**src/pscr_map.svh**
```systemverilog
// register offsets, chain field positions, reset values and timing for the pll scan chain block
`ifndef PSCR_MAP_SVH
`define PSCR_MAP_SVH

// ============================================================
// chain segment layout
`define PSCR_SEG_W       18
`define PSCR_CNT_W       8
`define PSCR_LOW_LSB     0
`define PSCR_HIGH_LSB    8
`define PSCR_BYP_BIT     16
`define PSCR_ODD_BIT     17
`define PSCR_SEG_RESET   18'h1_0000
`define PSCR_TAIL_RESET  18'h0_0000

// ============================================================
// chain tail layout (charge pump, post-vco divider, spare, loop filter)
`define PSCR_CP_LSB      0
`define PSCR_CP_W        3
`define PSCR_K_BIT       3
`define PSCR_SPARE_LSB   4
`define PSCR_SPARE_W     7
`define PSCR_LFC_LSB     11
`define PSCR_LFC_W       2
`define PSCR_LFR_LSB     13
`define PSCR_LFR_W       5

// ============================================================
// register map (byte addresses)
`define PSCR_CTRL_OFS    8'h00
`define PSCR_STATUS_OFS  8'h04
`define PSCR_SEL_OFS     8'h08
`define PSCR_SETTING_OFS 8'h0C
`define PSCR_LOOPM_OFS   8'h10
`define PSCR_LOOPN_OFS   8'h14
`define PSCR_TAIL_OFS    8'h18
`define PSCR_CTRL_WIDE_BIT 0
`define PSCR_CTRL_HALF_LSB 8
`define PSCR_HALF_RESET  8'h01
`define PSCR_RESP_OKAY   2'h0
`define PSCR_RESP_SLVERR 2'h2

// ============================================================
// timing
`define PSCR_ACLK_NS     4
`define PSCR_SCLK_MIN_NS 10
`define PSCR_SCLK_MIN_CYC ((`PSCR_SCLK_MIN_NS + `PSCR_ACLK_NS - 1) / `PSCR_ACLK_NS)
`define PSCR_CNT_RESET   11'h7FF

`endif

```
**src/pscr_pkg.sv**
```systemverilog
// types shared by the pll scan chain block
package pscr_pkg;
`include "pscr_map.svh"

	// one 18-bit chain segment: low count, high count, bypass, odd select
	typedef logic [`PSCR_SEG_W-1:0] pscr_seg_type;

	// reconfiguration progress
	typedef enum logic {PSCR_IDLE, PSCR_APPLY} pscr_phase_type;
endpackage

```
**src/pscr_post_counter.sv**
```systemverilog
// one post-scale output counter running on half-cycle ticks of the emulated vco
module pscr_post_counter
	import pscr_pkg::*;
(
	input  wire logic                 aclk,
	input  wire logic                 aresetn,
	input  wire logic                 half_tick,
	input  wire logic                 vco_level,
	input  wire pscr_pkg::pscr_seg_type new_cfg,
	input  wire logic                 load_req,
	output pscr_pkg::pscr_seg_type    cfg_out,
	output logic                      clk_out,
	output logic                      loaded
);

	// ============================================================
	// period arithmetic in half vco cycles
	pscr_seg_type cfg_reg;
	logic [10:0]  cnt_reg;
	logic         clk_out_reg;
	logic         loaded_reg;
	wire  [8:0]   hi_cnt    = (cfg_reg[`PSCR_HIGH_LSB +: `PSCR_CNT_W] == 8'h00) ? 9'h100
	                          : {1'b0, cfg_reg[`PSCR_HIGH_LSB +: `PSCR_CNT_W]};
	wire  [8:0]   lo_cnt    = (cfg_reg[`PSCR_LOW_LSB +: `PSCR_CNT_W] == 8'h00) ? 9'h100
	                          : {1'b0, cfg_reg[`PSCR_LOW_LSB +: `PSCR_CNT_W]};
	wire          bypass    = cfg_reg[`PSCR_BYP_BIT];
	wire          odd_sel   = cfg_reg[`PSCR_ODD_BIT];
	wire  [9:0]   sum_cnt   = {1'b0, hi_cnt} + {1'b0, lo_cnt};
	wire  [10:0]  period_h  = bypass ? 11'h002 : {sum_cnt, 1'b0};
	wire  [10:0]  high_h    = {1'b0, hi_cnt, 1'b0} - {10'h000, odd_sel};
	wire          wrap      = ~vco_level & (cnt_reg >= period_h - 11'h001);
	wire  [10:0]  cnt_inc   = cnt_reg + 11'h001;
	wire          out_next  = wrap ? 1'b1 : (bypass ? ~vco_level : (cnt_inc < high_h));
	wire          take_new  = half_tick & wrap & load_req;

	// ============================================================
	// new setting taken only at a period boundary on this counter's own clock
	always_ff @(posedge aclk) begin
		if (!aresetn) begin
			cfg_reg     <= `PSCR_SEG_RESET;
			cnt_reg     <= `PSCR_CNT_RESET;
			clk_out_reg <= 1'b0;
			loaded_reg  <= 1'b0;
		end else begin
			loaded_reg <= take_new;
			if (take_new) begin
				cfg_reg <= new_cfg;
			end
			if (half_tick) begin
				cnt_reg     <= wrap ? 11'h000 : cnt_inc;
				clk_out_reg <= out_next;
			end
		end
	end

	assign cfg_out = cfg_reg;
	assign clk_out = clk_out_reg;
	assign loaded  = loaded_reg;
endmodule

```
**src/pscr_top.sv**
```systemverilog
// pll scan chain reconfiguration: serial chain, update, post-scale counters and register slave
//
// Behaviour
// - chain moves one bit per shift-clock rise only while shift enable is high
// - update strobe after last bit copies chain into the active configuration
// - each counter takes its new setting on its own period boundary
// - first data bit enters on the second shift-clock rise after enable
// - progress flag high while applying, falls once all counters hold settings
// - shift, update and completion may repeat any number of times
// - chain holds pre-scale, feedback, post-vco, seven or ten outputs, pump, filter
// - each output counter has 8-bit high and 8-bit low counts
// - duty cycle is high or low count over their sum
// - bypass set divides by one, clear divides by high plus low
// - odd select clear: output falls on a rising vco edge
// - odd select set: output falls on a falling vco edge, half cycle shift
// - each counter segment is 16 count bits plus bypass and odd bits
// - first bit is low-count lsb of highest counter, last is filter msb
// - tail holds 3 pump, 1 divider, 2 capacitor, 5 resistor, 7 spare bits
module pscr_top
	import pscr_pkg::*;
#(
	parameter int NUM_OUT    = 10,
	parameter int NARROW_OUT = 7,
	parameter int CHAIN_MAX  = 234,
	parameter int ADDR_W     = 8
) (
	input  wire logic              aclk,
	input  wire logic              aresetn,
	input  wire logic [ADDR_W-1:0] s_axi_awaddr,
	input  wire logic              s_axi_awvalid,
	output logic                   s_axi_awready,
	input  wire logic [31:0]       s_axi_wdata,
	input  wire logic [3:0]        s_axi_wstrb,
	input  wire logic              s_axi_wvalid,
	output logic                   s_axi_wready,
	output logic [1:0]             s_axi_bresp,
	output logic                   s_axi_bvalid,
	input  wire logic              s_axi_bready,
	input  wire logic [ADDR_W-1:0] s_axi_araddr,
	input  wire logic              s_axi_arvalid,
	output logic                   s_axi_arready,
	output logic [31:0]            s_axi_rdata,
	output logic [1:0]             s_axi_rresp,
	output logic                   s_axi_rvalid,
	input  wire logic              s_axi_rready,
	input  wire logic              chain_shift_clock,
	input  wire logic              chain_shift_enable,
	input  wire logic              chain_serial_in_port,
	input  wire logic              apply_settings_strobe,
	output logic                   reconfig_in_progress,
	output logic [NUM_OUT-1:0]     divider_clk_out,
	output pscr_pkg::pscr_seg_type loop_m_setting,
	output pscr_pkg::pscr_seg_type loop_n_setting,
	output pscr_pkg::pscr_seg_type loop_tail_setting
);

	// segment at a given position counted from the first bit shifted in
	function automatic pscr_seg_type seg_at(input logic [CHAIN_MAX-1:0] c, input int idx);
		return c[idx*`PSCR_SEG_W +: `PSCR_SEG_W];
	endfunction

	// ============================================================
	// shift clock edge detection and chain shifting
	logic                 sclk_prev_reg;
	logic                 armed_reg;
	logic                 strobe_seen_reg;
	logic [CHAIN_MAX-1:0] chain_reg;
	logic [CHAIN_MAX-1:0] chain_next;
	logic                 ctrl_wide_reg;
	wire                  sclk_rise  = chain_shift_clock & ~sclk_prev_reg;
	wire                  shift_now  = sclk_rise & chain_shift_enable & armed_reg;
	wire                  upd_now    = sclk_rise & apply_settings_strobe & ~strobe_seen_reg;
	wire integer          n_active   = ctrl_wide_reg ? NUM_OUT : NARROW_OUT;
	wire integer          chain_len  = (n_active + 3) * `PSCR_SEG_W;

	// new bit enters at the far end so the first bit lands at position zero
	always_comb begin
		chain_next = chain_reg;
		if (shift_now) begin
			chain_next                = {1'b0, chain_reg[CHAIN_MAX-1:1]};
			chain_next[chain_len - 1] = chain_serial_in_port;
		end
	end

	// first rise with enable high only arms the chain
	always_ff @(posedge aclk) begin
		if (!aresetn) begin
			sclk_prev_reg   <= 1'b0;
			armed_reg       <= 1'b0;
			strobe_seen_reg <= 1'b0;
			chain_reg       <= '0;
		end else begin
			sclk_prev_reg <= chain_shift_clock;
			armed_reg     <= chain_shift_enable & (armed_reg | sclk_rise);
			if (sclk_rise) begin
				strobe_seen_reg <= apply_settings_strobe;
			end
			chain_reg <= chain_next;
		end
	end

	// ============================================================
	// update: stage settings for each active counter, load loop settings at once
	pscr_seg_type   stage_reg [NUM_OUT];
	pscr_seg_type   cfg_view  [NUM_OUT];
	logic [NUM_OUT-1:0] pending_reg;
	logic [NUM_OUT-1:0] loaded;
	logic [NUM_OUT-1:0] upd_mask;
	pscr_phase_type phase_reg;
	pscr_seg_type   loop_m_reg;
	pscr_seg_type   loop_n_reg;
	pscr_seg_type   loop_tail_reg;
	wire pscr_seg_type m_from_chain    = seg_at(chain_reg, n_active);
	wire pscr_seg_type n_from_chain    = seg_at(chain_reg, n_active + 1);
	wire pscr_seg_type tail_from_chain = seg_at(chain_reg, n_active + 2);

	// counters live in the low segments, highest counter first
	always_comb begin
		for (int k = 0; k < NUM_OUT; k++) begin
			upd_mask[k] = (k < n_active);
		end
	end

	always_ff @(posedge aclk) begin
		if (!aresetn) begin
			for (int k = 0; k < NUM_OUT; k++) begin
				stage_reg[k] <= `PSCR_SEG_RESET;
			end
		end else if (upd_now) begin
			for (int k = 0; k < NUM_OUT; k++) begin
				if (k < n_active) begin
					stage_reg[k] <= seg_at(chain_reg, n_active - 1 - k);
				end
			end
		end
	end

	// loop settings change only on an update; a new update wins over completion
	always_ff @(posedge aclk) begin
		if (!aresetn) begin
			pending_reg   <= '0;
			phase_reg     <= PSCR_IDLE;
			loop_m_reg    <= `PSCR_SEG_RESET;
			loop_n_reg    <= `PSCR_SEG_RESET;
			loop_tail_reg <= `PSCR_TAIL_RESET;
		end else begin
			pending_reg <= (pending_reg & ~loaded) | (upd_now ? upd_mask : '0);
			if (upd_now) begin
				loop_m_reg    <= m_from_chain;
				loop_n_reg    <= n_from_chain;
				loop_tail_reg <= tail_from_chain;
			end
			unique case (phase_reg)
				PSCR_IDLE: begin
					if (upd_now) begin
						phase_reg <= PSCR_APPLY;
					end
				end
				PSCR_APPLY: begin
					if (!upd_now && (pending_reg & ~loaded) == '0) begin
						phase_reg <= PSCR_IDLE;
					end
				end
			endcase
		end
	end

	assign reconfig_in_progress = (phase_reg == PSCR_APPLY);
	assign loop_m_setting       = loop_m_reg;
	assign loop_n_setting       = loop_n_reg;
	assign loop_tail_setting    = loop_tail_reg;

	// ============================================================
	// emulated vco: half-cycle tick every half_sel_reg+1 clocks
	logic [7:0] half_sel_reg;
	logic [7:0] half_cnt_reg;
	logic       vco_level_reg;
	wire        half_tick = (half_cnt_reg >= half_sel_reg);

	always_ff @(posedge aclk) begin
		if (!aresetn) begin
			half_cnt_reg  <= 8'h00;
			vco_level_reg <= 1'b0;
		end else begin
			half_cnt_reg  <= half_tick ? 8'h00 : half_cnt_reg + 8'h01;
			vco_level_reg <= vco_level_reg ^ half_tick;
		end
	end

	// one counter per output, each with its own load moment
	for (genvar g = 0; g < NUM_OUT; g++) begin : g_out
		pscr_post_counter u_cnt (
			.aclk      (aclk),
			.aresetn   (aresetn),
			.half_tick (half_tick),
			.vco_level (vco_level_reg),
			.new_cfg   (stage_reg[g]),
			.load_req  (pending_reg[g]),
			.cfg_out   (cfg_view[g]),
			.clk_out   (divider_clk_out[g]),
			.loaded    (loaded[g])
		);
	end

	// ============================================================
	// axi4-lite slave: one write and one read at a time
	logic [ADDR_W-1:0] awaddr_reg;
	logic [31:0]       wdata_reg;
	logic [3:0]        wstrb_reg;
	logic              awready_reg;
	logic              wready_reg;
	logic              bvalid_reg;
	logic [1:0]        bresp_reg;
	logic              arready_reg;
	logic              rvalid_reg;
	logic [31:0]       rdata_reg;
	logic [1:0]        rresp_reg;
	logic [3:0]        sel_reg;
	wire  aw_take = s_axi_awvalid & awready_reg;
	wire  w_take  = s_axi_wvalid & wready_reg;
	wire  wr_go   = ~awready_reg & ~wready_reg & ~bvalid_reg;
	wire  b_done  = bvalid_reg & s_axi_bready;
	wire  ar_take = s_axi_arvalid & arready_reg;
	wire  r_done  = rvalid_reg & s_axi_rready;
	wire  wr_ctrl = wr_go & (awaddr_reg == `PSCR_CTRL_OFS);
	wire  wr_sel  = wr_go & (awaddr_reg == `PSCR_SEL_OFS);

	// read decode
	wire pscr_seg_type sel_view = (sel_reg < NUM_OUT) ? cfg_view[sel_reg] : '0;
	wire [31:0] ctrl_word   = {16'h0000, half_sel_reg, 7'h00, ctrl_wide_reg};
	wire [31:0] status_word = 32'({pending_reg, reconfig_in_progress});
	wire        rd_ok = (s_axi_araddr == `PSCR_CTRL_OFS) | (s_axi_araddr == `PSCR_STATUS_OFS)
	                  | (s_axi_araddr == `PSCR_SEL_OFS) | (s_axi_araddr == `PSCR_SETTING_OFS)
	                  | (s_axi_araddr == `PSCR_LOOPM_OFS) | (s_axi_araddr == `PSCR_LOOPN_OFS)
	                  | (s_axi_araddr == `PSCR_TAIL_OFS);
	wire [31:0] rd_word =
		(s_axi_araddr == `PSCR_CTRL_OFS)    ? ctrl_word :
		(s_axi_araddr == `PSCR_STATUS_OFS)  ? status_word :
		(s_axi_araddr == `PSCR_SEL_OFS)     ? {28'h000_0000, sel_reg} :
		(s_axi_araddr == `PSCR_SETTING_OFS) ? {14'h0000, sel_view} :
		(s_axi_araddr == `PSCR_LOOPM_OFS)   ? {14'h0000, loop_m_reg} :
		(s_axi_araddr == `PSCR_LOOPN_OFS)   ? {14'h0000, loop_n_reg} :
		(s_axi_araddr == `PSCR_TAIL_OFS)    ? {14'h0000, loop_tail_reg} : 32'h0000_0000;

	// write channels: address and data taken in either order
	always_ff @(posedge aclk) begin
		if (!aresetn) begin
			awready_reg <= 1'b1;
			wready_reg  <= 1'b1;
			bvalid_reg  <= 1'b0;
			bresp_reg   <= `PSCR_RESP_OKAY;
			awaddr_reg  <= '0;
			wdata_reg   <= 32'h0000_0000;
			wstrb_reg   <= 4'h0;
		end else begin
			if (aw_take) begin
				awaddr_reg  <= s_axi_awaddr;
				awready_reg <= 1'b0;
			end else if (b_done) begin
				awready_reg <= 1'b1;
			end
			if (w_take) begin
				wdata_reg  <= s_axi_wdata;
				wstrb_reg  <= s_axi_wstrb;
				wready_reg <= 1'b0;
			end else if (b_done) begin
				wready_reg <= 1'b1;
			end
			if (wr_go) begin
				bvalid_reg <= 1'b1;
				bresp_reg  <= (wr_ctrl | wr_sel) ? `PSCR_RESP_OKAY : `PSCR_RESP_SLVERR;
			end else if (b_done) begin
				bvalid_reg <= 1'b0;
			end
		end
	end

	// writable control fields with byte-lane enables
	always_ff @(posedge aclk) begin
		if (!aresetn) begin
			ctrl_wide_reg <= 1'b1;
			half_sel_reg  <= `PSCR_HALF_RESET;
			sel_reg       <= 4'h0;
		end else begin
			if (wr_ctrl && wstrb_reg[0]) begin
				ctrl_wide_reg <= wdata_reg[`PSCR_CTRL_WIDE_BIT];
			end
			if (wr_ctrl && wstrb_reg[1]) begin
				half_sel_reg <= wdata_reg[`PSCR_CTRL_HALF_LSB +: 8];
			end
			if (wr_sel && wstrb_reg[0]) begin
				sel_reg <= wdata_reg[3:0];
			end
		end
	end

	// read channel
	always_ff @(posedge aclk) begin
		if (!aresetn) begin
			arready_reg <= 1'b1;
			rvalid_reg  <= 1'b0;
			rdata_reg   <= 32'h0000_0000;
			rresp_reg   <= `PSCR_RESP_OKAY;
		end else if (ar_take) begin
			arready_reg <= 1'b0;
			rvalid_reg  <= 1'b1;
			rdata_reg   <= rd_word;
			rresp_reg   <= rd_ok ? `PSCR_RESP_OKAY : `PSCR_RESP_SLVERR;
		end else if (r_done) begin
			arready_reg <= 1'b1;
			rvalid_reg  <= 1'b0;
		end
	end

	assign s_axi_awready = awready_reg;
	assign s_axi_wready  = wready_reg;
	assign s_axi_bvalid  = bvalid_reg;
	assign s_axi_bresp   = bresp_reg;
	assign s_axi_arready = arready_reg;
	assign s_axi_rvalid  = rvalid_reg;
	assign s_axi_rdata   = rdata_reg;
	assign s_axi_rresp   = rresp_reg;
endmodule

```
**config.mk**
```make
export PLATFORM = sky130hd
export DESIGN_NAME = pscr_top
export DESIGN_NICKNAME = d
export VERILOG_FILES = /design/src/pscr_pkg.sv /design/src/pscr_post_counter.sv /design/src/pscr_top.sv
export VERILOG_INCLUDE_DIRS = /design/src
export SDC_FILE = /design/constraint.sdc
export NUM_CORES = 2
export LEC_CHECK = 0
export BUFFER_PORTS_ARGS = -buffer_cell sky130_fd_sc_hd__buf_2
export CAP_MARGIN = 20
export CORE_ASPECT_RATIO = 2
export CORE_MARGIN = 4
export CORE_UTILIZATION = 54
export CTS_CLUSTER_DIAMETER = 100
export CTS_CLUSTER_SIZE = 14
export DETAILED_ROUTE_END_ITERATION = 8
export MAX_ROUTING_LAYER = met4
export PLACE_DENSITY = 0.71
export SYNTH_ARGS = -nofsm -noshare
export SYNTH_HDL_FRONTEND = slang
export SYNTH_SLANG_ARGS = --single-unit
export TNS_END_PERCENT = 30
```
**constraint.sdc**
```tcl
create_clock -name aclk -period 14.05 [get_ports aclk]
set_input_delay 0.7025 -clock aclk [delete_from_list [all_inputs] [get_ports aclk]]
set_output_delay 0.7025 -clock aclk [all_outputs]
set_load 0.03 [all_outputs]
```
==> flow_metrics.py <==
metrics = {
    "run_status": {
        "outcome": "finished, final reports clean",
    },
    "logic_synthesis": {
        "syn_area_um2": 51300,
        "yosysTopAreaCellShare": 0.266,
        "synth_area_leaders": "dfxtp_1, edfxtp_1, ha_1",
        "synth_top_area_cell": "dfxtp_1",
        "synth_area_per_cell_um2": 8.61,
        "synthTopCellsByCount": "nand2_1, dfxtp_1, clkbuf_1",
        "yosys_warnings": 0,
        "synth.most_common_cell": "nand2_1",
        "ys.flop_type": "dfxtp_1",
        "ys_async_sr_fraction": 0,
        "ys_ff_latch": 861,
        "synthCells": 5957,
        "yosysSeqAreaShare": 0.371,
        "ys_types": 92,
        "synth-edff-count": 180,
    },
    "detailed_routing": {
        "routedWlPerCell_um": 23.8,
        "drt_iter0_markers": 3722,
        "vias": 43200,
        "route.antenna.remaining_nets": 0,
        "drc": 0,
        "drt-pass1-iter-count": 8,
        "drt_wl_total_um": 165000,
        "vias_per_cell": 6.22,
    },
    "floorplanning": {
        "coreArea_um2": 94100,
        "die-area_um2": 100000,
        "die_h_um": 444,
        "die_w_um": 226,
        "rows": 159,
        "initial_utilization": 0.545,
        "pin_count": 169,
    },
    "sta": {
        "rsz0062_at_grt": "no",
        "tns_ns": 0,
        "drv_slew": 0,
        "fin_crit_sh": 0.360,
        "hold_viol": 0,
        "holdWs_ns": 0.296,
        "setup_viol_count_final": 0,
        "relSlewSlack": 0.286,
        "worst_slew_pin_slew_ns": 1.07,
        "max_freq_mhz": 198,
        "skew_ns": 0.0249,
        "fin_crit_ns": 5.06,
    },
    "clock_tree": {
        "clock_sinks": 861,
        "post_cts_resized": 0,
        "post_cts_buffers": 0,
        "clk_latency_ns": 0.67,
        "hold_buffers": 0,
        "cts_tree": "built",
        "htree_levels": 3,
        "cts_buffer_depth": 3,
        "cts-buffers-inserted": 71,
        "clkTransAtPathRegs_ns": 0.07,
        "root_buffer": "clkbuf_16",
    },
    "placement": {
        "gp_congestion": 0.999,
        "place_inst": 6821,
        "port-buffer-count": 130,
        "place_hpwl_um": 122000,
    },
    "finish": {
        "drive_above_1_share": 0.0665,
        "final_nets": 6091,
        "finish.utilization": 0.572,
        "area_growth_pct": 4.95,
        "largest_reg_flops": 234,
        "stdcell_count": 6949,
    },
    "critical_path": {
        "crit_path_end_kind": "flop",
        "critPathMaxFanout": 19,
        "criticalPathCategory": "flop to flop",
        "crit_arrival_ns": 5.65,
        "r2r_start": "g_out[9].u_cnt.cfg_out[8]",
        "start_kind": "flop",
        "crit_path_start": "g_out[9].u_cnt.cfg_out[8]",
        "regToRegSetupSlack_ns": 8.99,
        "cp.required_ns": 14.64,
    },
    "power": {
        "total_power_uw": 8030,
        "p_leak_uw": 0.0218,
        "irDropWorstVdd_mv": 0.145,
        "power.density_nw_per_um2": 149,
    },
    "global_routing": {
        "grt_max_degree": 148,
        "grt_pass1_wl_um": 250000,
        "grt_pass1_vias": 41800,
        "grt_antenna_before_repair": 10,
        "grt_use_total": 0.329,
        "grt_overflow_total": 0,
    },
    "run": {
        "drv_cap": 0,
    },
    "worst_hold_path": {
        "min_from": "s_axi_wdata[1]",
        "hold_path.class": "input port to flop",
    },
}
==> metrics by stage <==
step / cell area (µm²) / setup slack [ns]
global placement: 51700 / 9.14
global route: 53800 / 8.72
floorplan: 51400 / 9.08
detailed placement: 51700 / 9.05
CTS: 53800 / 9.03
finish: 53800 / 8.99
==> critical path, cell delays in order, from the launching register on <==
cell and delay [ns]:
dfxtp_1 0.70, ha_1 0.28, inv_1 0.06, fa_1 0.39, nand2b_1 0.19, a21oi_1 0.26
nor4_1 0.09, a311oi_1 0.55, and4b_1 0.30, xor2_1 0.07, ha_1 0.31, inv_1 0.05
o211ai_1 0.20, a21o_1 0.29, and3b_1 0.77, nand3_1 0.27, a21boi_0 0.22
==> cell families after synthesis <==
group / share of synthesized area
fa+ha+maj: 0.0841
mux: 0.0784
xor+xnor: 0.0348
buf+inv: 0.0573
simple gates: 0.202
other cells: 0.0000731
flops: 0.371
compound gates: 0.172
==> worst paths after layout <==
path / to / cells after the start
worst max-delay path: g_out[9].u_cnt.cfg_out[14] / 16
worst min-delay path: wdata_reg[1] / 3
worst min register to register: wdata_reg[1] / 2
worst max register to register: g_out[9].u_cnt.cfg_out[14] / 16
==> layout make-up <==
cell class | count | area (µm²)
sequential | 861 | 19000
inverter | 200 | 751
multi-input combinational | 4383 | 29500
fill | 8414 | 40300
timing repair buffer | 172 | 1010
tap | 1207 | 1510
clock inverter | 4 | 42.5
clock buffer | 112 | 1990
antenna | 10 | 25.0
==> metal layers <==
metal  GRT usage  up-vias  wire [µm]
met5           -        -          0
met4       0.259        0      16400
met3      0.0465      539       8990
met2       0.541     1624      80400
met1       0.354    20700      59300
li1            -    20400          -
==> cells in the final DEF (no fill, tap or decap), drive strengths merged, types with 112 or more instances in the layout <==
cell type  synthesis  routed
a21boi           372     372
a21oi            178     178
buf               81     172
clkbuf           447     112
dfxtp            681     681
edfxtp           180     180
ha               329     329
inv              199     202
mux2i            296     296
nand2           1005    1005
nand3            265     265
nor2             332     332
o21ai            256     256
==> report_power, final <==
group	internal [µW]	switching, µW	total (µW)
sequential	2750	332	3080
clock	977	945	1920
combinational	1080	1950	3030
total	4810	3220	8030
No activity file was read; power rests on OpenSTA's default activity.
